## config.mk

```make
export PLATFORM = sky130hd
export DESIGN_NAME = cmp_wave_top
export DESIGN_NICKNAME = d
export VERILOG_FILES = /design/src/rtl/cmp_wave_pkg.sv /design/src/rtl/cmp_out_chan.sv /design/src/rtl/cmp_wave_top.sv
export VERILOG_INCLUDE_DIRS = /design/src /design/src/rtl
export SDC_FILE = /design/constraint.sdc
export NUM_CORES = 1
export LEC_CHECK = 0
export ABC_CLOCK_PERIOD_IN_PS = 5400
export BUFFER_PORTS_ARGS = -buffer_cell sky130_fd_sc_hd__buf_2
export CAP_MARGIN = 0
export CELL_PAD_IN_SITES_DETAIL_PLACEMENT = 1
export CELL_PAD_IN_SITES_GLOBAL_PLACEMENT = 2
export CORE_MARGIN = 1.5
export CORE_UTILIZATION = 35
export DETAILED_ROUTE_END_ITERATION = 6
export GPL_TIMING_DRIVEN = 0
export PLACE_DENSITY = 0.82
export SYNTH_ARGS = -nofsm -noshare
export SYNTH_HDL_FRONTEND = slang
export SYNTH_SLANG_ARGS = --single-unit
```

## constraint.sdc

```tcl
create_clock -name clk_sys_i -period 5.4 [get_ports clk_sys_i]
set_clock_uncertainty 0.05 [all_clocks]
set_input_delay 0.27 -clock clk_sys_i [delete_from_list [all_inputs] [get_ports clk_sys_i]]
set_output_delay 0.27 -clock clk_sys_i [all_outputs]
set_load 0.01 [all_outputs]
```

## src/rtl/cmp_wave_consts.svh

```systemverilog
// constants for the compare output waveform block
`ifndef CMP_WAVE_CONSTS_SVH
`define CMP_WAVE_CONSTS_SVH
// ************************************************************
// register map (word addresses on the bus)
// ************************************************************
`define ADDR_CTRL_A 8'h80
`define ADDR_CTRL_B 8'h81
`define ADDR_CMP_A_LO 8'h88
`define ADDR_CMP_A_HI 8'h89
`define ADDR_CMP_B_LO 8'h8a
`define ADDR_CMP_B_HI 8'h8b
`define ADDR_CAP_LO 8'h86
`define ADDR_CAP_HI 8'h87
`define ADDR_STATUS 8'h90
`define ADDR_MASK 8'h91
`define ADDR_PIN 8'h92
// ************************************************************
// fields and reset values
// ************************************************************
`define ACT_A_HI 7
`define ACT_A_LO 6
`define ACT_B_HI 5
`define ACT_B_LO 4
`define MODE_LO_HI 1
`define MODE_HI_HI 4
`define MODE_HI_LO 3
`define RST_CTRL 8'h00
`define ST_OVF 0
`define ST_MATCH_A 1
`define ST_MATCH_B 2
`define MODE_TOGGLE_FAST_A 4'he
`define MODE_TOGGLE_FAST_B 4'hf
`define MODE_TOGGLE_DUAL_A 4'h9
`define MODE_TOGGLE_DUAL_B 4'hb
`define MAX_COUNT 16'hffff
`endif

```

## src/rtl/cmp_wave_pkg.sv

```systemverilog
// types shared by the compare output waveform block
package cmp_wave_pkg;
  typedef enum logic [1:0] {KIND_NONPWM, KIND_FAST, KIND_DUAL} wave_kind_t;
  typedef enum logic [1:0] {ACT_OFF, ACT_TOGGLE, ACT_CLEAR, ACT_SET} out_action_t;
endpackage : cmp_wave_pkg

```

## src/rtl/cmp_out_chan.sv

```systemverilog
// one compare channel: active compare register, match detect and output latch
`timescale 1ns/1ps
`include "cmp_wave_consts.svh"
module cmp_out_chan #(
  parameter int WIDTH = 16,
  parameter bit IS_A = 1'b1
) (
  input wire logic clk_sys_i,
  input wire logic arst_n_i,
  input wire logic ce_i,
  input wire logic tick_i,
  input wire logic [WIDTH-1:0] count_value_i,
  input wire logic [WIDTH-1:0] top_i,
  input wire logic count_up_i,
  input wire logic at_zero_i,
  input wire logic load_i,
  input wire logic [WIDTH-1:0] buf_i,
  input wire logic [1:0] action_i,
  input wire logic [3:0] waveform_mode_i,
  input wire cmp_wave_pkg::wave_kind_t kind_i,
  output logic [WIDTH-1:0] active_o,
  output logic match_o,
  output logic pin_o,
  output logic connected_o
);
  // refuse widths that the 16-bit compare path cannot serve
  if (WIDTH < 2 || WIDTH > 16) begin : g_width_check
    $error("cmp_out_chan: WIDTH must be 2..16");
  end

  typedef struct packed {
    logic [WIDTH-1:0] active;
    logic pin;
  } state_t;
  state_t q;
  state_t next_q;
  logic hit;
  logic toggle_ok;

  // match and action decode; only the tick qualifies a match
  always_comb begin
    next_q = q;
    hit = tick_i && (count_value_i == q.active);
    toggle_ok = 1'b0;
    case (kind_i)
      cmp_wave_pkg::KIND_FAST: toggle_ok = IS_A && (waveform_mode_i == `MODE_TOGGLE_FAST_A ||
        waveform_mode_i == `MODE_TOGGLE_FAST_B);
      cmp_wave_pkg::KIND_DUAL: toggle_ok = IS_A && (waveform_mode_i == `MODE_TOGGLE_DUAL_A ||
        waveform_mode_i == `MODE_TOGGLE_DUAL_B);
      default: toggle_ok = 1'b1;
    endcase
    connected_o = (action_i != 2'b00) && (action_i != 2'b01 || toggle_ok);
    if (load_i) begin
      next_q.active = buf_i;
    end
    case (kind_i)
      cmp_wave_pkg::KIND_NONPWM: begin
        if (hit) begin
          case (cmp_wave_pkg::out_action_t'(action_i))
            cmp_wave_pkg::ACT_TOGGLE: next_q.pin = ~q.pin;
            cmp_wave_pkg::ACT_CLEAR: next_q.pin = 1'b0;
            cmp_wave_pkg::ACT_SET: next_q.pin = 1'b1;
            default: next_q.pin = q.pin;
          endcase
        end
      end
      cmp_wave_pkg::KIND_FAST: begin
        // a compare equal to top would fight the zero action; the zero action wins
        if (hit && !(action_i[1] && q.active == top_i)) begin
          case (cmp_wave_pkg::out_action_t'(action_i))
            cmp_wave_pkg::ACT_TOGGLE: next_q.pin = toggle_ok ? ~q.pin : q.pin;
            cmp_wave_pkg::ACT_CLEAR: next_q.pin = 1'b0;
            cmp_wave_pkg::ACT_SET: next_q.pin = 1'b1;
            default: next_q.pin = q.pin;
          endcase
        // at_zero_i marks the tick that steps the counter to zero, so the zero action lands with zero itself
        end else if (tick_i && at_zero_i && action_i[1]) begin
          next_q.pin = ~action_i[0];
        end
      end
      cmp_wave_pkg::KIND_DUAL: begin
        if (hit) begin
          case (cmp_wave_pkg::out_action_t'(action_i))
            cmp_wave_pkg::ACT_TOGGLE: next_q.pin = toggle_ok ? ~q.pin : q.pin;
            cmp_wave_pkg::ACT_CLEAR: next_q.pin = ~count_up_i;
            cmp_wave_pkg::ACT_SET: next_q.pin = count_up_i;
            default: next_q.pin = q.pin;
          endcase
        end
      end
      default: next_q = q;
    endcase
  end

  always_ff @(posedge clk_sys_i or negedge arst_n_i) begin
    if (!arst_n_i) begin
      q <= '0;
    end else if (ce_i) begin
      q <= next_q;
    end
  end

  assign active_o = q.active;
  assign pin_o = q.pin;
  assign match_o = hit;
endmodule : cmp_out_chan

```

## src/rtl/cmp_wave_top.sv

```systemverilog
// timer with two compare outputs, avalon-mm register slave and interrupt
`timescale 1ns/1ps
`include "cmp_wave_consts.svh"
module cmp_wave_top #(
  parameter int WIDTH = 16
) (
  input wire logic clk_sys_i,
  input wire logic arst_n_i,
  input wire logic ce_i,
  input wire logic timer_tick_i,
  input wire logic [7:0] address_i,
  input wire logic read_i,
  input wire logic write_i,
  input wire logic [31:0] writedata_i,
  output logic [31:0] readdata_o,
  output logic waitrequest_o,
  input wire logic dir_a_out_i,
  input wire logic dir_b_out_i,
  output logic compare_pin_a_o,
  output logic compare_pin_a_oe_n_o,
  output logic compare_pin_b_o,
  output logic compare_pin_b_oe_n_o,
  output logic irq_o
);
  // refuse widths that the byte-wide register map cannot serve
  if (WIDTH != 16) begin : g_width_check
    $error("cmp_wave_top: only a 16-bit counter is supported");
  end

  typedef struct packed {
    logic [7:0] ctrl_a;
    logic [1:0] mode_hi;
    logic [15:0] cmp_buf_a;
    logic [15:0] cmp_buf_b;
    logic [15:0] cap;
    logic [15:0] count_value;
    logic count_up;
    logic [2:0] status;
    logic [2:0] mask;
    logic [31:0] rdata;
    logic ack;
    logic pin_a;
    logic pin_b;
    logic oe_a_n;
    logic oe_b_n;
    logic irq;
  } state_t;
  state_t q;
  state_t next_q;

  logic [3:0] waveform_mode;
  cmp_wave_pkg::wave_kind_t kind;
  logic [15:0] top;
  logic [15:0] act_a;
  logic [15:0] act_b;
  logic match_a;
  logic match_b;
  logic ch_pin_a;
  logic ch_pin_b;
  logic con_a;
  logic con_b;
  logic at_zero;
  logic at_top;
  logic load;
  logic ovf_ev;
  logic access;
  logic [15:0] fixed_top;

  // ************************************************************
  // mode decode
  // ************************************************************
  always_comb begin
    waveform_mode = {q.mode_hi, q.ctrl_a[`MODE_LO_HI:0]};
    case (waveform_mode[1:0])
      2'b01: fixed_top = 16'h00ff;
      2'b10: fixed_top = 16'h01ff;
      default: fixed_top = 16'h03ff;
    endcase
    kind = cmp_wave_pkg::KIND_NONPWM;
    top = `MAX_COUNT;
    case (waveform_mode)
      4'h0: top = `MAX_COUNT;
      4'h4: top = act_a;
      4'hc: top = q.cap;
      4'h1, 4'h2, 4'h3: begin
        kind = cmp_wave_pkg::KIND_DUAL;
        top = fixed_top;
      end
      4'h5, 4'h6, 4'h7: begin
        kind = cmp_wave_pkg::KIND_FAST;
        top = fixed_top;
      end
      4'h8, 4'ha: begin
        kind = cmp_wave_pkg::KIND_DUAL;
        top = q.cap;
      end
      4'h9, 4'hb: begin
        kind = cmp_wave_pkg::KIND_DUAL;
        top = act_a;
      end
      4'he: begin
        kind = cmp_wave_pkg::KIND_FAST;
        top = q.cap;
      end
      4'hf: begin
        kind = cmp_wave_pkg::KIND_FAST;
        top = act_a;
      end
      default: top = `MAX_COUNT;
    endcase
    at_zero = (q.count_value == 16'h0000);
    at_top = (q.count_value == top);
    // buffer load point: immediate in non-pwm, zero in fast and freq-correct, top in phase-correct
    case (waveform_mode)
      4'h8, 4'h9: load = timer_tick_i && at_zero;
      4'h1, 4'h2, 4'h3, 4'ha, 4'hb: load = timer_tick_i && at_top;
      4'h5, 4'h6, 4'h7, 4'he, 4'hf: load = timer_tick_i && at_top; // reload as counter wraps to zero
      default: load = 1'b1;
    endcase
    // overflow on the tick in which the counter sits at the documented point
    case (kind)
      cmp_wave_pkg::KIND_DUAL: ovf_ev = timer_tick_i && at_zero;
      cmp_wave_pkg::KIND_FAST: ovf_ev = timer_tick_i && at_top;
      default: ovf_ev = timer_tick_i && q.count_value == `MAX_COUNT;
    endcase
  end

  // ************************************************************
  // compare channels
  // ************************************************************
  cmp_out_chan #(.WIDTH(16), .IS_A(1'b1)) u_chan_a (
    .clk_sys_i(clk_sys_i),
    .arst_n_i(arst_n_i),
    .ce_i(ce_i),
    .tick_i(timer_tick_i),
    .count_value_i(q.count_value),
    .top_i(top),
    .count_up_i(q.count_up),
    .at_zero_i(at_top), // single-slope counter reaches zero on the tick that finds it at top
    .load_i(load),
    .buf_i(q.cmp_buf_a),
    .action_i(q.ctrl_a[`ACT_A_HI:`ACT_A_LO]),
    .waveform_mode_i(waveform_mode),
    .kind_i(kind),
    .active_o(act_a),
    .match_o(match_a),
    .pin_o(ch_pin_a),
    .connected_o(con_a)
  );

  cmp_out_chan #(.WIDTH(16), .IS_A(1'b0)) u_chan_b (
    .clk_sys_i(clk_sys_i),
    .arst_n_i(arst_n_i),
    .ce_i(ce_i),
    .tick_i(timer_tick_i),
    .count_value_i(q.count_value),
    .top_i(top),
    .count_up_i(q.count_up),
    .at_zero_i(at_top),
    .load_i(load),
    .buf_i(q.cmp_buf_b),
    .action_i(q.ctrl_a[`ACT_B_HI:`ACT_B_LO]),
    .waveform_mode_i(waveform_mode),
    .kind_i(kind),
    .active_o(act_b),
    .match_o(match_b),
    .pin_o(ch_pin_b),
    .connected_o(con_b)
  );

  // ************************************************************
  // counter, bus slave, status and pins
  // ************************************************************
  always_comb begin
    next_q = q;
    access = (read_i || write_i) && !q.ack;
    next_q.ack = access;
    // counter steps only on the tick
    if (timer_tick_i) begin
      if (kind == cmp_wave_pkg::KIND_DUAL) begin
        if (q.count_up && at_top) begin
          next_q.count_up = 1'b0;
          next_q.count_value = q.count_value - 16'h0001;
        end else if (!q.count_up && at_zero) begin
          next_q.count_up = 1'b1;
          next_q.count_value = 16'h0001;
        end else begin
          next_q.count_value = q.count_up ? q.count_value + 16'h0001 : q.count_value - 16'h0001;
        end
      end else begin
        next_q.count_up = 1'b1;
        next_q.count_value = at_top ? 16'h0000 : q.count_value + 16'h0001;
      end
    end
    // sticky events; a read clears, but a same-cycle event survives
    if (access && read_i && address_i == `ADDR_STATUS) begin
      next_q.status = 3'b000;
    end
    if (ovf_ev) next_q.status[`ST_OVF] = 1'b1;
    if (match_a) next_q.status[`ST_MATCH_A] = 1'b1;
    if (match_b) next_q.status[`ST_MATCH_B] = 1'b1;
    next_q.rdata = 32'h0000_0000;
    if (access && write_i) begin
      case (address_i)
        `ADDR_CTRL_A: next_q.ctrl_a = {writedata_i[7:4], 2'b00, writedata_i[1:0]};
        `ADDR_CTRL_B: next_q.mode_hi = writedata_i[`MODE_HI_HI:`MODE_HI_LO];
        `ADDR_CMP_A_LO: next_q.cmp_buf_a[7:0] = writedata_i[7:0];
        `ADDR_CMP_A_HI: next_q.cmp_buf_a[15:8] = writedata_i[7:0];
        `ADDR_CMP_B_LO: next_q.cmp_buf_b[7:0] = writedata_i[7:0];
        `ADDR_CMP_B_HI: next_q.cmp_buf_b[15:8] = writedata_i[7:0];
        `ADDR_CAP_LO: next_q.cap[7:0] = writedata_i[7:0];
        `ADDR_CAP_HI: next_q.cap[15:8] = writedata_i[7:0];
        `ADDR_MASK: next_q.mask = writedata_i[2:0];
        default: next_q.mask = q.mask;
      endcase
    end else if (access && read_i) begin
      case (address_i)
        `ADDR_CTRL_A: next_q.rdata = {24'h000000, q.ctrl_a};
        `ADDR_CTRL_B: next_q.rdata = {27'h000000, q.mode_hi, 3'b000};
        `ADDR_CMP_A_LO: next_q.rdata = {24'h000000, q.cmp_buf_a[7:0]};
        `ADDR_CMP_A_HI: next_q.rdata = {24'h000000, q.cmp_buf_a[15:8]};
        `ADDR_CMP_B_LO: next_q.rdata = {24'h000000, q.cmp_buf_b[7:0]};
        `ADDR_CMP_B_HI: next_q.rdata = {24'h000000, q.cmp_buf_b[15:8]};
        `ADDR_CAP_LO: next_q.rdata = {24'h000000, q.cap[7:0]};
        `ADDR_CAP_HI: next_q.rdata = {24'h000000, q.cap[15:8]};
        `ADDR_STATUS: next_q.rdata = {29'h0000000, q.status};
        `ADDR_MASK: next_q.rdata = {29'h0000000, q.mask};
        `ADDR_PIN: next_q.rdata = {30'h0000000, ch_pin_b, ch_pin_a};
        default: next_q.rdata = 32'h0000_0000;
      endcase
    end
    // pins follow the channel latch, driven only when direction is output
    next_q.pin_a = con_a ? ch_pin_a : 1'b0;
    next_q.pin_b = con_b ? ch_pin_b : 1'b0;
    next_q.oe_a_n = !(con_a && dir_a_out_i);
    next_q.oe_b_n = !(con_b && dir_b_out_i);
    next_q.irq = |(next_q.status & q.mask);
  end

  always_ff @(posedge clk_sys_i or negedge arst_n_i) begin
    if (!arst_n_i) begin
      q <= '0;
      q.oe_a_n <= 1'b1;
      q.oe_b_n <= 1'b1;
      q.count_up <= 1'b1;
    end else if (ce_i) begin
      q <= next_q;
    end
  end

  assign readdata_o = q.rdata;
  assign waitrequest_o = !q.ack;
  assign compare_pin_a_o = q.pin_a;
  assign compare_pin_b_o = q.pin_b;
  assign compare_pin_a_oe_n_o = q.oe_a_n;
  assign compare_pin_b_oe_n_o = q.oe_b_n;
  assign irq_o = q.irq;

  // ************************************************************
  // assertions
  // ************************************************************
  property p_drv_dir;
    @(posedge clk_sys_i) disable iff (!arst_n_i) ce_i && !dir_a_out_i |=> compare_pin_a_oe_n_o;
  endproperty
  a_drv_dir: assert property (p_drv_dir) else $error("pin a driven without output direction");
  property p_off_disc;
    @(posedge clk_sys_i) disable iff (!arst_n_i) ce_i && q.ctrl_a[7:6] == 2'b00 |=> compare_pin_a_oe_n_o;
  endproperty
  a_off_disc: assert property (p_off_disc) else $error("pin a connected with action zero");
  property p_b_dual_toggle;
    @(posedge clk_sys_i) disable iff (!arst_n_i)
      ce_i && kind == cmp_wave_pkg::KIND_DUAL && q.ctrl_a[5:4] == 2'b01 |=> compare_pin_b_oe_n_o;
  endproperty
  a_b_dual_toggle: assert property (p_b_dual_toggle) else $error("pin b connected in toggle");
  property p_fast_clr;
    @(posedge clk_sys_i) disable iff (!arst_n_i)
      ce_i && kind == cmp_wave_pkg::KIND_FAST && q.ctrl_a[7:6] == 2'b10 && match_a && act_a != top |=> !ch_pin_a;
  endproperty
  a_fast_clr: assert property (p_fast_clr) else $error("fast pwm clear missed");
  property p_fast_set;
    @(posedge clk_sys_i) disable iff (!arst_n_i)
      ce_i && kind == cmp_wave_pkg::KIND_FAST && q.ctrl_a[7:6] == 2'b11 && match_a && act_a != top |=> ch_pin_a;
  endproperty
  a_fast_set: assert property (p_fast_set) else $error("fast pwm set missed");
  property p_zero_act;
    @(posedge clk_sys_i) disable iff (!arst_n_i)
      ce_i && kind == cmp_wave_pkg::KIND_FAST && q.ctrl_a[7:6] == 2'b10 && timer_tick_i && at_top |=> ch_pin_a;
  endproperty
  a_zero_act: assert property (p_zero_act) else $error("zero action missed");
  property p_dual_up;
    @(posedge clk_sys_i) disable iff (!arst_n_i)
      ce_i && kind == cmp_wave_pkg::KIND_DUAL && q.ctrl_a[7:6] == 2'b10 && match_a |=> ch_pin_a == !$past(q.count_up);
  endproperty
  a_dual_up: assert property (p_dual_up) else $error("dual slope pin wrong");
  property p_match_tick;
    @(posedge clk_sys_i) disable iff (!arst_n_i) !timer_tick_i |=> $stable(ch_pin_a);
  endproperty
  a_match_tick: assert property (p_match_tick) else $error("pin a moved without tick");
  property p_irq;
    @(posedge clk_sys_i) disable iff (!arst_n_i) ce_i && ovf_ev && q.mask[0] |=> irq_o;
  endproperty
  a_irq: assert property (p_irq) else $error("overflow interrupt missed");
  c_match_a: cover property (@(posedge clk_sys_i) disable iff (!arst_n_i) match_a && kind == cmp_wave_pkg::KIND_FAST);
  c_dual: cover property (@(posedge clk_sys_i) disable iff (!arst_n_i) match_b && kind == cmp_wave_pkg::KIND_DUAL);
  c_irq: cover property (@(posedge clk_sys_i) disable iff (!arst_n_i) irq_o);
endmodule : cmp_wave_top

```

Word-level counts from Yosys, hierarchy flattened
Index checks and enable logic that the tools add are counted.
{"block": "totals", "regBits": 151, "input_bits": 48, "output_inout_bits": 38, "word_cells": 188}
{"block": "op_classes", "addsub": 2, "n_eq_ne": 56, "muxes": 40, "bitwise_logic": 6, "n_reduce_logical": 61}
{"op": "8-bit equality test, second input constant", "count": 11}
{"op": "8-bit case mux with 11 select lines", "count": 1}
{"op": "16-bit equality test", "count": 5}
{"op": "16-bit two-way mux", "count": 3}
{"op": "16-bit case mux with 3 select lines", "count": 1}
{"op": "17-bit two-way mux", "count": 2}
{"op": "3-bit AND reduction", "count": 11}
{"op": "4-bit equality test, second input constant", "count": 7}
{"op": "1-bit case mux with 3 select lines", "count": 8}
{"op": "1-bit logical AND", "count": 21}
{"op": "10-bit case mux with 2 select lines", "count": 1}
{"op": "1-bit two-way mux", "count": 17}
{"op": "16-bit by 1-bit adder with 16-bit output, second input constant", "count": 1}
{"op": "16-bit equality test, second input constant", "count": 1}
{"op": "4-bit by 3-bit equality test with 1-bit output, second input constant", "count": 4}
{"op": "16-bit logical NOT", "count": 1}
{"op": "8-bit two-way mux", "count": 2}
{"op": "8-bit AND reduction", "count": 2}
{"op": "16-bit by 1-bit subtractor with 16-bit output, second input constant", "count": 1}
{"op": "2-bit equality test, second input constant", "count": 6}
{"op": "4-bit by 1-bit inequality test with 1-bit output, second input constant", "count": 3}
{"op": "5-bit inequality test, second input constant", "count": 2}
{"op": "10-bit OR reduction", "count": 1}
{"op": "3-bit by 1-bit inequality test with 1-bit output, second input constant", "count": 3}
{"op": "23 further kinds", "count": 50}

Longest topological paths before layout
{"block": "depth", "depth_word": 10, "depth_mapped": 17, "ltp_nobuf": 15}

Cells and area by module
A second synthesis with hierarchy kept.
{"block": "unflattened", "cells_unflattened": 897, "area_unflattened_um2": 8633.3}
{"module": "cmp_wave_top", "n_inst": 1, "cells_per_inst": 646, "area_each_um2": 5962.0, "seq_area_each_um2": 2331.0}
{"module": "cmp_out_chan at u_chan_b", "n_inst": 1, "cells_per_inst": 126, "area_each_um2": 1336.3, "seq_area_each_um2": 425.4}
{"module": "cmp_out_chan at u_chan_a", "n_inst": 1, "cells_per_inst": 125, "area_each_um2": 1335.0, "seq_area_each_um2": 425.4}

Worst setup path after synthesis
OpenSTA, ideal clock, no wires.
{"block": "synth_path", "path_kind": "reg-to-reg", "start": "register q[111] (netlist bit)", "end": "register u_chan_a.q, in the netlist u_chan_a.active_o[0]", "setup_time_ns": 0.127, "arrival_ns": 3.387, "required_time_ns": 5.223, "setup_slack_ns": 1.836, "stages_incl_launch_ff": 17, "cell_sequence": "dfrtp_1 > inv_1 > ha_1 > buf_6 > and3b_1 > buf_2 > a22o_1 > a21o_1 > or3_1 > a2111oi_4 > and3_1 > buf_2 > a31oi_1 > nor2b_1 > buf_4 > buf_8 > mux2_1"}
{"block": "synth_between", "elab_chain_cells": 7, "elab_cells_between_ends": 34, "cone_classes": "eq/ne: 19; mux: 4; reduce/logical: 11"}
{"element": "start: declaration", "line": "cmp_wave_top.sv:48", "rtl": "state_t q;"}
{"element": "start signal: assignment", "line": "cmp_wave_top.sv:247", "rtl": "q <= next_q;"}
{"element": "4-bit by 3-bit equality test with 1-bit output, or another cell as far along", "line": "cmp_wave_top.sv:81, cmp_wave_top.sv:114"}
{"element": "6-bit OR reduction (no source line), or another cell as far along"}
{"element": "16-bit case mux with 3 select lines", "line": "cmp_wave_top.sv:81", "rtl": "case (waveform_mode)"}
{"element": "16-bit equality test", "line": "cmp_wave_top.sv:112", "rtl": "at_top = (q.count_value == top);"}
{"element": "1-bit logical AND", "line": "cmp_wave_top.sv:116, cmp_wave_top.sv:117"}
{"element": "1-bit case mux with 2 select lines", "line": "cmp_wave_top.sv:114", "rtl": "case (waveform_mode)"}
{"element": "3-bit AND reduction (no source line) *"}
{"element": "end signal: assignment", "line": "cmp_out_chan.sv:99", "rtl": "q <= next_q;"}
{"element": "end: declaration", "line": "cmp_out_chan.sv:35", "rtl": "state_t q;"}
Every way passes the cells marked *; elsewhere a longest branch is shown, timed or not.
A chain may end at the register's enable or synchronous reset.

Worst setup path after layout
{"block": "layout_path", "start": "register q[45] (netlist bit)", "end": "register q[56] (netlist bit)"}
{"block": "layout_between", "elab_chain_cells": 5, "elab_cells_between_ends": 11, "cone_classes": "add/sub: 2; eq/ne: 1; mux: 5; reduce/logical: 3"}
{"element": "16-bit by 1-bit subtractor with 16-bit output, or another cell as far along", "line": "cmp_wave_top.sv:183, cmp_wave_top.sv:188"}
{"element": "16-bit two-way mux / 1-bit logical AND (equally long branches)", "line": "cmp_wave_top.sv:188, cmp_wave_top.sv:184"}
{"element": "16-bit two-way mux", "line": "cmp_wave_top.sv:184", "rtl": "end else if (!q.count_up && at_zero) begin"}
{"element": "17-bit two-way mux", "line": "cmp_wave_top.sv:181", "rtl": "if (q.count_up && at_top) begin"}
{"element": "17-bit two-way mux *", "line": "cmp_wave_top.sv:180", "rtl": "if (kind == cmp_wave_pkg::KIND_DUAL) begin"}
Marked as above.

==> key figures <==
Outcome
  • Status: finished clean

Clock network
  • CTS resizes: 0
  • Clock Tree Buf Depth: 2
  • Num CTS Buffers: 17
  • Sink Count: 127
  • Clk pin slew, worst setup/hold paths: 0.08 ns
  • Root Buffer: clkbuf_16
  • H-tree depth: 4
  • CTS tree: yes
  • Skew-Pair Late Insertion Delay: 0.44 ns

Setup path
  • Startpoint types: flop
  • Crit path buffers/inverters: 4
  • Crit-path leading delay family: simple AND/OR/NAND/NOR gates
  • Max incr delay on CP: about 0.51 ns
  • WP data arrival: around 4.8 ns
  • Critical Path End Type: flop
  • Crit path cell chain: buf_1 -> inv_1 -> ha_1 -> or4b_1 -> or3_1 -> nor2_1 -> and3_1 -> clkbuf_1 -> nor2_1 -> a41oi_1 -> nor2b_1 -> clkbuf_1 -> a221oi_1 -> nand2_1
  • Required @ worst endpoint: 5.66 ns
  • CP Max Fanout: 10
  • Crit Path Category: flop to flop
  • R2r setup slk: 0.85 ns
  • Slowest stage cell, crit path: or3_1

Synthesis
  • Ys async rst share: 100.0%
  • Post-synth EDFFs: 0
  • Top-count cell post-synth: dfrtp_1
  • Top FF cell, synth: dfrtp_1
  • Seq/Total Area, Yosys: 34.73%
  • Yosys Warn Count: 0
  • Area of the mapped netlist: 0.009163 mm^2
  • Synth unique cells: 86
  • Synth Area per Inst: roughly 9.5 um^2
  • Yosys reg bits: 127
  • Synth top cells by count: dfrtp_1 (124), mux2_2 (66), nand2_1 (57)
  • Cells after synthesis: 969
  • Synth top area share: 33.87%
  • Synth area leader: dfrtp_1
  • Area contributors post-synth: dfrtp_1 (34%), mux2_2 (8.1%), xnor2_1 (4.2%), mux2_1 (3.9%), buf_4 (2.7%)

Layout
  • Share of cells above drive strength 1: 19.92%
  • FF+latch area: 0.003182 mm^2
  • Filler cell count: 2954
  • Area grow syn2layout: 14.75%
  • Diode count: 0
  • Multi-input logic area: 0.005333 mm^2
  • Nets: 1113

Placed design
  • Gpl congestion: 0.8892
  • IO buf count: 37
  • HPWL after detailed placement: 25120 um

Die
  • Die W: between 150 and 200 um
  • Total I/O pin count: 86
  • DIE AREA: 0.02716 mm^2
  • Die height: 164.8 um
  • Starting Density: 35.36%
  • Core box area: 0.02591 mm^2
  • FP Rows: 59

STA
  • Max-slew violation count: 0
  • Least-Margin Pin Slew: approximately 1 ns
  • Hold_ws: 0.04851 ns
  • Final hold viol count: 0
  • Fin crit share: 84.30%
  • Fin crit period: 4.552 ns
  • Setup TNS: 0 ns
  • Final Setup Violations: 0
  • Max frequency: 219.7 MHz
  • Max-slew headroom: between 30% and 40%
  • RSZ-0062 raised after global routing: no

Global routing
  • First-pass GRT wire length: 50830 um
  • Antenna violations before repair: 1
  • Largest net degree at the start of global routing: 95
  • GR Util All Layers: about a quarter
  • Gr ovfl total: 0
  • Vias in the first global route: 8148

Routing
  • DRC violations left: 0
  • Drt first pass iters: 5
  • Vias per cell: 5.879
  • Vias: 8225
  • WL/cell: 24.00 um
  • Initial DRC Count: 603
  • Post-DRT Antenna Nets: 0
  • Routed WL: 33580 um

Pwr
  • P per Cell Area: between 200 and 300 mW/mm^2
  • Max VDD drop: 0.0001794 V
  • Leak: 4.567 nW
  • Power, Total: 3.029 mW

Worst hold path
  • Hold Path Class: primary input to flop

Run
  • Max-capacitance violation count: 0
## cells by family after synthesis
family                   synth area share (%)
AO/OA/AOI/OAI                           19.13
buffers and inverters                   8.016
flip-flops                              34.73
XOR/XNOR                                5.353
adder cells (fa/ha/maj)                 1.912
multiplexers                            14.83
other                                 0.04093
AND/OR/NAND/NOR                         15.99
## final cells by class
| class | count | area share (%) |
|---|---|---|
| buffer | 102 | 5.486 |
| clock buffer | 17 | 4.046 |
| clock inverter | 15 | 1.726 |
| inverter | 42 | 1.499 |
| multi-input combinational | 721 | 50.72 |
| sequential | 127 | 30.26 |
| tap | 335 | 3.987 |
| timing repair buffer | 40 | 2.273 |
## per-stage QoR
| stage | cells | utilization (%) | setup WS [ns] | instance area (um^2) |
|---|---|---|---|---|
| 2_1_floorplan | 992 | - | 1.836 | 9249 |
| 3_3_place_gp | 1364 | 38.03 | 0.9341 | 9853 |
| 3_5_place_dp | 1365 | 38.16 | 0.9384 | 9887 |
| 4_1_cts | 1399 | 40.58 | 0.9223 | 10510 |
| 5_1_grt | 1399 | 40.58 | 0.5740 | 10510 |
| 6_report | 1399 | 40.58 | 0.8477 | 10510 |
## report_power, final
group | internal (mW) | switching (mW) | total, mW
sequential | 1.00 | 0.0590 | 1.06
clock | 0.670 | 0.570 | 1.24
combinational | 0.263 | 0.462 | 0.725
total | 1.94 | 1.09 | 3.03
## registers in the layout, summed over array words and instances (netlist names)
name                  count
u_chan_b.active_o        16
compare_pin_b_o           1
u_chan_a.active_o        16
readdata_o                8
compare_pin_a_oe_n_o      1
compare_pin_a_o           1
compare_pin_b_oe_n_o      1
irq_o                     1
q                        80
u_chan_a.pin_o            1
u_chan_b.pin_o            1
## final timing paths
path	start	end	cells past startpoint
worst max-delay path	q[45]	q[56]	14
worst min-delay path	write_i	q[5]	3
worst max register to register	q[45]	q[56]	14
worst min register to register	compare_pin_a_oe_n_o	compare_pin_a_oe_n_o	2
max in group asynchronous	arst_n_i	q[70]	3
min in group asynchronous	arst_n_i	q[49]	2
## timing repair
action,CTS,global route
endpoints found under the hold margin,31,0
setup buffers,0,0
hold buffers,2,0
## placed cells by master, fill, tap and decap left out, types with 8 or more instances in the layout
master / instances
dfrtp_1: 124
mux2_2: 66
nand2_1: 57
buf_2: 47
o21ai_0: 47
xnor2_1: 44
clkbuf_1: 43
inv_1: 42
nor2_1: 41
nand3_1: 35
a21oi_1: 33
buf_4: 33
mux2_1: 32
conb_1: 24
nand4_1: 20
nor3_1: 18
clkbuf_16: 17
o22ai_1: 16
and3_1: 16
ha_1: 14
a31oi_1: 13
o211ai_1: 12
a22oi_1: 12
xor2_1: 12
mux2i_1: 12
nor2b_1: 11
nand2b_1: 10
and2_1: 10
nor4_1: 10
buf_1: 9
o21a_1: 9
a221oi_1: 9
inv_8: 9
or3_1: 8
## per-layer routing
metal  up-vias  GRT usage, %  part of all wire [%]  routed length (um)
met5         -             0                     0                   0
met4         0         7.371                   2.2                 737
met3        46         4.797                   5.2                1749
met2       242         41.20                    48               15990
met1      4215         33.97                    45               15100
li1       3722             -                     -                   -
## tightest hold or removal path, stage by stage
cell,delay (ns)
buf_2,0.10
o21ai_0,0.07
o21ai_0,0.06
Power figures use the tool's default switching activity.
